===== src/verilog/system_configuration_pkg.sv =====
// constants for the system configuration and phase report registers
`default_nettype none
package system_configuration_pkg;
    localparam logic [7:0]  ADDR_CONFIG   = 8'h01;
    localparam logic [7:0]  ADDR_CONTROL  = 8'h02;
    localparam logic [7:0]  ADDR_SOFT_RST = 8'h03;
    localparam logic [7:0]  ADDR_PHASE    = 8'h04;
    localparam int          CFG_AUTO_OFF  = 15;
    localparam int          CFG_HI_TIME   = 10;
    localparam int          CFG_SYNC_SH   = 9;
    localparam int          CFG_LOOP_HI   = 8;
    localparam int          CFG_LOOP_LO   = 7;
    localparam int          CFG_VOLT_HI   = 6;
    localparam int          CFG_VOLT_LO   = 5;
    localparam int          CFG_GLS_OPT   = 3;
    localparam int          CTL_PD_SEL    = 14;
    localparam int          CTL_SAT_SEL   = 12;
    localparam int          PHASE_LO      = 8;
    localparam logic [15:0] CFG_MASK      = 16'h87E8;
    localparam logic [15:0] CTL_MASK      = 16'h5000;
    localparam logic [15:0] REG_RESET     = 16'h0000;
    localparam logic [2:0]  PHASE_INIT    = 3'h0;
    localparam logic [2:0]  PHASE_DIAG    = 3'h1;
    localparam logic [2:0]  PHASE_SAFING  = 3'h2;
    // sample counts per code
    localparam logic [4:0]  LOOP_N0 = 5'h08;
    localparam logic [4:0]  LOOP_N1 = 5'h10;
    localparam logic [4:0]  LOOP_N2 = 5'h04;
    localparam logic [4:0]  LOOP_N3 = 5'h02;
    localparam logic [4:0]  VOLT_N0 = 5'h04;
    localparam logic [4:0]  VOLT_N1 = 5'h10;
    localparam logic [4:0]  VOLT_N2 = 5'h08;
    localparam logic [4:0]  VOLT_N3 = 5'h01;
endpackage : system_configuration_pkg
`default_nettype wire

===== src/verilog/sample_count_decode.sv =====
// decodes the two sample-count codes into sample numbers
`default_nettype none
module sample_count_decode (
    input  wire logic [1:0] loop_code,
    input  wire logic [1:0] volt_code,
    output logic      [4:0] loop_samples,
    output logic      [4:0] volt_samples
);
    // code order is not monotonic, so a table and not a shift
    always_comb begin
        unique case (loop_code)
            2'h0: loop_samples = system_configuration_pkg::LOOP_N0;
            2'h1: loop_samples = system_configuration_pkg::LOOP_N1;
            2'h2: loop_samples = system_configuration_pkg::LOOP_N2;
            2'h3: loop_samples = system_configuration_pkg::LOOP_N3;
        endcase
        unique case (volt_code)
            2'h0: volt_samples = system_configuration_pkg::VOLT_N0;
            2'h1: volt_samples = system_configuration_pkg::VOLT_N1;
            2'h2: volt_samples = system_configuration_pkg::VOLT_N2;
            2'h3: volt_samples = system_configuration_pkg::VOLT_N3;
        endcase
    end
endmodule : sample_count_decode
`default_nettype wire


===== src/verilog/system_config_state_regs.sv =====
// system configuration, control, soft reset and phase report registers
`default_nettype none
// Notes on behaviour
// - set bit 15 auto-stops measurement source
// - bit 10 picks short or long diagnostics
// - bit 9 picks long or short shift
// - bits 8:7 pick loop sample count
// - bits 6:5 pick voltage sample count
// - sample fields, lowside option cleared by safing reset
// - bit 3 lets global input enable lowsides
// - control bit 14 picks pull-down level
// - control bit 12 picks supply threshold
// - phase report in bits 10:8
// - all fields cleared by every reset, except the error flag under safing reset
// - forbidden write flags error next frame
module system_config_state_regs (
    // clock and reset sources
    input  wire logic        clk,
    input  wire logic        sys_rst,
    input  wire logic        wsm_reset,
    input  wire logic        safing_reset,
    // frame boundary and register access
    input  wire logic        frame_done,
    input  wire logic        wr_en,
    input  wire logic        rd_en,
    input  wire logic [7:0]  addr,
    input  wire logic [15:0] wdata,
    input  wire logic        write_allowed,
    // live status from the rest of the device
    input  wire logic [2:0]  operating_phase,
    input  wire logic        meas_done,
    input  wire logic        global_lowside_enable_input,
    input  wire logic        highside_enable,
    // read data and status
    output logic      [15:0] rdata,
    output logic             write_denied_error,
    output logic             soft_reset_pulse,
    output logic             measure_power_on,
    // configuration fields
    output logic             high_level_test_duration,
    output logic             sensor_sync_shift_select,
    output logic      [4:0]  loop_sample_count,
    output logic      [4:0]  voltage_sample_count,
    output logic             lowside_enable,
    output logic             pulldown_leak_level_select,
    output logic             supply_threshold_select
);
    // register state
    logic [15:0] config_ff;
    logic [15:0] control_ff;
    logic [2:0]  phase_ff;
    logic        meas_on_ff;
    logic        denied_ff;
    logic        soft_ff;

    // request decode
    logic        cfg_wr;
    logic        ctl_wr;
    logic        soft_wr;
    logic        deny_wr;

    // clear terms and events
    logic        hard_clr;
    logic        field_clr;
    logic        meas_off_evt;

    // masked write words
    logic [15:0] cfg_wdata;
    logic [15:0] ctl_wdata;

    // named views of the stored fields
    logic        auto_off_en;
    logic        gls_option;
    logic [1:0]  loop_code;
    logic [1:0]  volt_code;

    // read path
    logic [15:0] phase_word;
    logic [15:0] nxt_rdata;

    // address decode; a refused write never reaches a register
    assign cfg_wr   = wr_en && write_allowed && addr == system_configuration_pkg::ADDR_CONFIG;
    assign ctl_wr   = wr_en && write_allowed && addr == system_configuration_pkg::ADDR_CONTROL;
    assign soft_wr  = wr_en && write_allowed && addr == system_configuration_pkg::ADDR_SOFT_RST;
    assign deny_wr  = wr_en && !write_allowed;

    // soft reset acts like the other internal resets, one cycle late
    assign hard_clr  = sys_rst || wsm_reset || soft_ff;
    // safing clears the same fields but leaves the error flag alone
    assign field_clr = hard_clr || safing_reset;

    // reserved positions dropped before storage, so they always read zero
    assign cfg_wdata = wdata & system_configuration_pkg::CFG_MASK;
    assign ctl_wdata = wdata & system_configuration_pkg::CTL_MASK;

    // field views keep the bit positions in one place
    assign auto_off_en = config_ff[system_configuration_pkg::CFG_AUTO_OFF];
    assign gls_option  = config_ff[system_configuration_pkg::CFG_GLS_OPT];
    assign loop_code   = config_ff[system_configuration_pkg::CFG_LOOP_HI:system_configuration_pkg::CFG_LOOP_LO];
    assign volt_code   = config_ff[system_configuration_pkg::CFG_VOLT_HI:system_configuration_pkg::CFG_VOLT_LO];

    // auto-off only bites once a measurement reports done
    assign meas_off_evt = meas_done && auto_off_en;

    // configuration register; safing clears every field, sample ones included
    // a write in the same cycle as any reset is lost, the reset wins
    always_ff @(posedge clk) begin
        if (field_clr) begin
            config_ff <= system_configuration_pkg::REG_RESET;
        end else if (cfg_wr) begin
            config_ff <= cfg_wdata;
        end
    end

    // control register
    // pull-down and threshold fall back to the low settings on any reset
    always_ff @(posedge clk) begin
        if (field_clr) begin
            control_ff <= system_configuration_pkg::REG_RESET;
        end else if (ctl_wr) begin
            control_ff <= ctl_wdata;
        end
    end

    // soft reset command pulse, registered to avoid a combinational reset path
    // the pulse clears itself, so a held write cannot lock the logic in reset
    always_ff @(posedge clk) begin
        if (sys_rst || soft_ff) begin
            soft_ff <= 1'b0;
        end else begin
            soft_ff <= soft_wr;
        end
    end

    // phase snapshot for the report register, one cycle behind the live phase
    // a clear lasts one cycle; the live input takes over after it
    always_ff @(posedge clk) begin
        if (field_clr) begin
            phase_ff <= system_configuration_pkg::PHASE_INIT;
        end else begin
            phase_ff <= operating_phase;
        end
    end

    // measurement source: on at reset, turned off after a measurement if enabled
    // with auto-off clear the source comes straight back on
    always_ff @(posedge clk) begin
        if (field_clr) begin
            meas_on_ff <= 1'b1;
        end else if (meas_off_evt) begin
            meas_on_ff <= 1'b0;
        end else if (!auto_off_en) begin
            meas_on_ff <= 1'b1;
        end
    end

    // denied write flag stands for the next frame; a new denial wins over the frame_done clear
    // safing leaves the flag alone; besides frame_done, only the internal resets clear it
    always_ff @(posedge clk) begin
        if (hard_clr) begin
            denied_ff <= 1'b0;
        end else if (deny_wr) begin
            denied_ff <= 1'b1;
        end else if (frame_done) begin
            denied_ff <= 1'b0;
        end
    end

    // phase report word: code in its field, all else zero
    always_comb begin
        phase_word = system_configuration_pkg::REG_RESET;
        phase_word[system_configuration_pkg::PHASE_LO +: $bits(phase_ff)] = phase_ff;
    end

    // read mux; soft reset address and unmapped read as zero
    // zeros rather than stale data, so a bad address is easy to spot
    always_comb begin
        nxt_rdata = system_configuration_pkg::REG_RESET;
        unique case (addr)
            system_configuration_pkg::ADDR_CONFIG:  nxt_rdata = config_ff;
            system_configuration_pkg::ADDR_CONTROL: nxt_rdata = control_ff;
            system_configuration_pkg::ADDR_PHASE:   nxt_rdata = phase_word;
            default:                   nxt_rdata = system_configuration_pkg::REG_RESET;
        endcase
    end

    // read data registered on the read strobe and held until the next one
    // soft and wsm resets leave the last read word standing
    always_ff @(posedge clk) begin
        if (sys_rst) begin
            rdata <= system_configuration_pkg::REG_RESET;
        end else if (rd_en) begin
            rdata <= nxt_rdata;
        end
    end

    // sample counts decoded in a small table module
    // counts follow the stored codes directly, no extra latency
    sample_count_decode u_decode (
        .loop_code    (loop_code),
        .volt_code    (volt_code),
        .loop_samples (loop_sample_count),
        .volt_samples (voltage_sample_count)
    );

    // status and pulse outputs straight from their flip-flops
    assign write_denied_error         = denied_ff;
    assign soft_reset_pulse           = soft_ff;
    assign measure_power_on           = meas_on_ff;

    // single-bit field outputs
    assign high_level_test_duration   = config_ff[system_configuration_pkg::CFG_HI_TIME];
    assign sensor_sync_shift_select   = config_ff[system_configuration_pkg::CFG_SYNC_SH];
    assign pulldown_leak_level_select = control_ff[system_configuration_pkg::CTL_PD_SEL];
    assign supply_threshold_select    = control_ff[system_configuration_pkg::CTL_SAT_SEL];

    // low sides follow the global input only when the option is set;
    // otherwise each low side waits for its own high side
    assign lowside_enable = gls_option
                          ? global_lowside_enable_input
                          : highside_enable;
endmodule : system_config_state_regs
`default_nettype wire


===== config.mk =====
export PLATFORM = sky130hd
export DESIGN_NAME = system_config_state_regs
export DESIGN_NICKNAME = d
export VERILOG_FILES = /design/src/verilog/system_configuration_pkg.sv /design/src/verilog/sample_count_decode.sv /design/src/verilog/system_config_state_regs.sv
export SDC_FILE = /design/constraint.sdc
export NUM_CORES = 1
export LEC_CHECK = 0
export ABC_AREA = 1
export BUFFER_PORTS_ARGS = -buffer_cell sky130_fd_sc_hd__buf_2
export CAP_MARGIN = 20
export CORE_ASPECT_RATIO = 1.4
export CORE_MARGIN = 1.5
export CORE_UTILIZATION = 46
export CTS_CLUSTER_SIZE = 10
export DETAILED_ROUTE_END_ITERATION = 10
export PLACE_DENSITY = 0.84
export SLEW_MARGIN = 20
export SYNTH_ARGS = -nofsm -noshare
export SYNTH_HDL_FRONTEND = slang
export SYNTH_SLANG_ARGS = --single-unit

===== constraint.sdc =====
create_clock -name clk -period 1.33 [get_ports clk]
set_input_delay 0.0665 -clock clk [delete_from_list [all_inputs] [get_ports clk]]
set_output_delay 0.0665 -clock clk [all_outputs]
set_load 0.1 [all_outputs]

==> impl_metrics.env <==
export IMPL_drive_above_1_share_pct=34.1
export IMPL_die_x_um=46.8
export IMPL_fin_hold_ws_ns=-0.00119
export IMPL_cts_buffers=3
export IMPL_p_leak_nw=0.940
export IMPL_power_density_nw_per_um2=857
export IMPL_post_route_util_pct=71.1
export IMPL_clock_latency_ns=0.32
export IMPL_ys_warn_count=0
export IMPL_register_area_um2=531
export IMPL_slowest_stage="dfxtp_2"
export IMPL_syn_area_um2=1230
export IMPL_hold_viol=1
export IMPL_crit_path_max_incr_delay_ns=0.41
export IMPL_postLayoutCellArea_um2=1840
export IMPL_syn2layout_area_growth_pct=48.9
export IMPL_placed_cell_area_um2=1600
export IMPL_die_y_um=64.3
export IMPL_drc=0
export IMPL_wl_mm=3.23
export IMPL_clkSlewWorstSetupHoldPaths_ns=0.14
export IMPL_setup_violations=0
export IMPL_worstSetupPathType="reg2out"
export IMPL_multiInputGateArea_um2=568
export IMPL_seq_area_frac_synth_pct=42.1
export IMPL_htreeDepth=1
export IMPL_antenna_found_initial=0
export IMPL_root_buffer="clkbuf_4"
export IMPL_start_util_pct=47.7
export IMPL_clock_sinks=26
export IMPL_ys_types=21
export IMPL_viasPerCell=4.56
export IMPL_grt_pass1_vias=1219
export IMPL_finalCritPeriodShare_pct=97.1
export IMPL_hold_class="in2reg"
export IMPL_ir_drop_mv=0.604
export IMPL_cp_end_kind="primary output"
export IMPL_synthCells=175
export IMPL_core_area_um2=2590
export IMPL_r2r_setup_slack_ns=0.31
export IMPL_io_buffers=57
export IMPL_firstDrtPassIters=6
export IMPL_path_cells="inv_1 > nor2_1 > buf_12"
export IMPL_violations="negative hold slack"
export IMPL_clk_path_buf_depth=2
export IMPL_crit_path_max_fanout=6
export IMPL_synth_seq_cells=26
export IMPL_grt_use_total_pct=23.0
export IMPL_start_kind="flop"
export IMPL_avgSynthCellArea_um2=7.06
export IMPL_rows=22
export IMPL_dp_final_hpwl_mm=2.15
export IMPL_nFillCells=210
export IMPL_gp_congestion=0.803
export IMPL_rsz0062_at_grt="false"
export IMPL_final_nets=288
export IMPL_drv_slew=0
export IMPL_wl_per_cell_um=11.3
export IMPL_ant_nets=0
export IMPL_first_iter_violations=32
export IMPL_grt_pass1_wl_mm=5.09
export IMPL_min_period_ns=1.29
export IMPL_io_pins=72
export IMPL_arrival_ns=1.22
export IMPL_max_freq_ghz=0.774
export IMPL_fin_setup_tns_ns=0
export IMPL_required_ns=1.26
export IMPL_cts_tree="built"
export IMPL_fin_worst_skew_ns=0.00785
export IMPL_route_vias_total=1301
export IMPL_n_antenna_cell=0
export IMPL_dp_slack_ns=0.243
export IMPL_outcome="complete, but fails checks"
export IMPL_totalPowerFinal_mw=1.58
export IMPL_cap_violations=0
export IMPL_globalRouteOverflowTotal=0
export IMPL_die_area_um2=3010
export IMPL_grt_start_max_net_pins=19
export IMPL_setup_ws_ns=0.0387
==> synth_stat cells <==
library cell | count | share of area, %
nand4_1 | 1 | 0.51
a21oi_1 | 21 | 8.5
nor2_2 | 1 | 0.51
nand2_1 | 44 | 13
nor2_1 | 15 | 4.6
dfxtp_1 | 26 | 42
buf_4 | 8 | 4.9
conb_1 | 1 | 0.30
inv_2 | 6 | 1.8
o21ai_0 | 7 | 2.8
clkbuf_1 | 1 | 0.30
nand2_4 | 1 | 0.91
nand3_1 | 10 | 4.1
buf_2 | 2 | 0.81
nor2_4 | 1 | 0.91
mux2_2 | 1 | 0.91
nor3_2 | 1 | 0.81
nand2_2 | 2 | 1.0
o211ai_1 | 1 | 0.61
inv_1 | 23 | 7.0
nor2_8 | 2 | 3.2
==> cells in the final DEF, fill, tap and decap left out <==
master	count
nand2_4	1
nor2_4	1
nor2_8	2
nor3_4	1
o21ai_0	7
nand4_1	1
clkbuf_4	4
nand3_1	10
mux2_4	1
buf_4	3
nor2_1	15
o211ai_1	1
nor2_2	1
clkbuf_8	1
nand2_2	2
dfxtp_2	8
conb_1	8
inv_2	6
dlygate4sd3_1	16
nand2_1	44
buf_12	6
dfxtp_1	18
buf_2	48
a21oi_1	21
inv_1	23
==> worst paths after layout <==
path	endpoint	startpoint	cells after the start
worst max-delay path	loop_sample_count[2]	config_ff[8]	3
worst min-delay path	write_denied_error	wr_en	3
worst max register to register	config_ff[10]	soft_reset_pulse	5
worst min register to register	rdata[8]	rdata[8]	2
==> what timing repair did <==
item | CTS | global route
setup buffers | 0 | 1
pin swaps | 0 | 1
endpoints found under the setup margin | 4 | 11
hold buffers | 16 | 0
hold endpoints to repair | 17 | 0
cloned | 0 | 0
resized for setup | 6 | 8
==> layer usage <==
| metal | wire, um | global-route usage (%) | vias to the layer above |
|---|---|---|---|
| met4 | 82 | 9.38 | 0 |
| li1 | - | - | 675 |
| met3 | 112 | 3.11 | 8 |
| met1 | 1180 | 23.5 | 574 |
| met2 | 1860 | 43.2 | 44 |
| met5 | 0 | 0 | - |
==> critical path, delay by kind of cell, from the launching register on <==
family,cells,cell delay (ns)
DFF,1,0.41
buffers and inverters,2,0.28
and+or+nand+nor,1,0.20
==> per-stage QoR <==
stage	cells	hold slack [ns]
global placement	264	0.269
global route	285	0.0307
finish	285	-0.00119
CTS	284	0.000218
floorplan	182	0.136
detailed placement	264	0.278
==> state kept, by name, summed over array words and instances, names as in the netlist <==
| register | cells |
|---|---|
| config_ff | 8 |
| measure_power_on | 1 |
| write_denied_error | 1 |
| soft_reset_pulse | 1 |
| phase_ff | 3 |
| control_ff | 2 |
| rdata | 10 |
==> where the power goes <==
part           internal (mW)  switching, mW  total [mW]  leakage [nW]
clock                  0.167          0.235       0.403        0.0210
sequential             0.792        0.00620       0.798         0.215
combinational         0.0975          0.278       0.375         0.703
==> final cells by class <==
cell class / instances / area share (%)
multi-input combinational: 116 / 30.9
timing repair buffer: 74 / 29.9
sequential: 26 / 28.8
inverter: 29 / 5.92
tap: 36 / 2.45
clock buffer: 4 / 1.97
==> cells by family after synthesis <==
family	count (synthesis)	synth area share [%]
flip-flops	26	42.1
AND/OR/NAND/NOR	78	29.9
multiplexers	1	0.912
AO/OA/AOI/OAI	29	12.0
other	1	0.304
buffers and inverters	40	14.8
(Power assumes the default switching activity.)
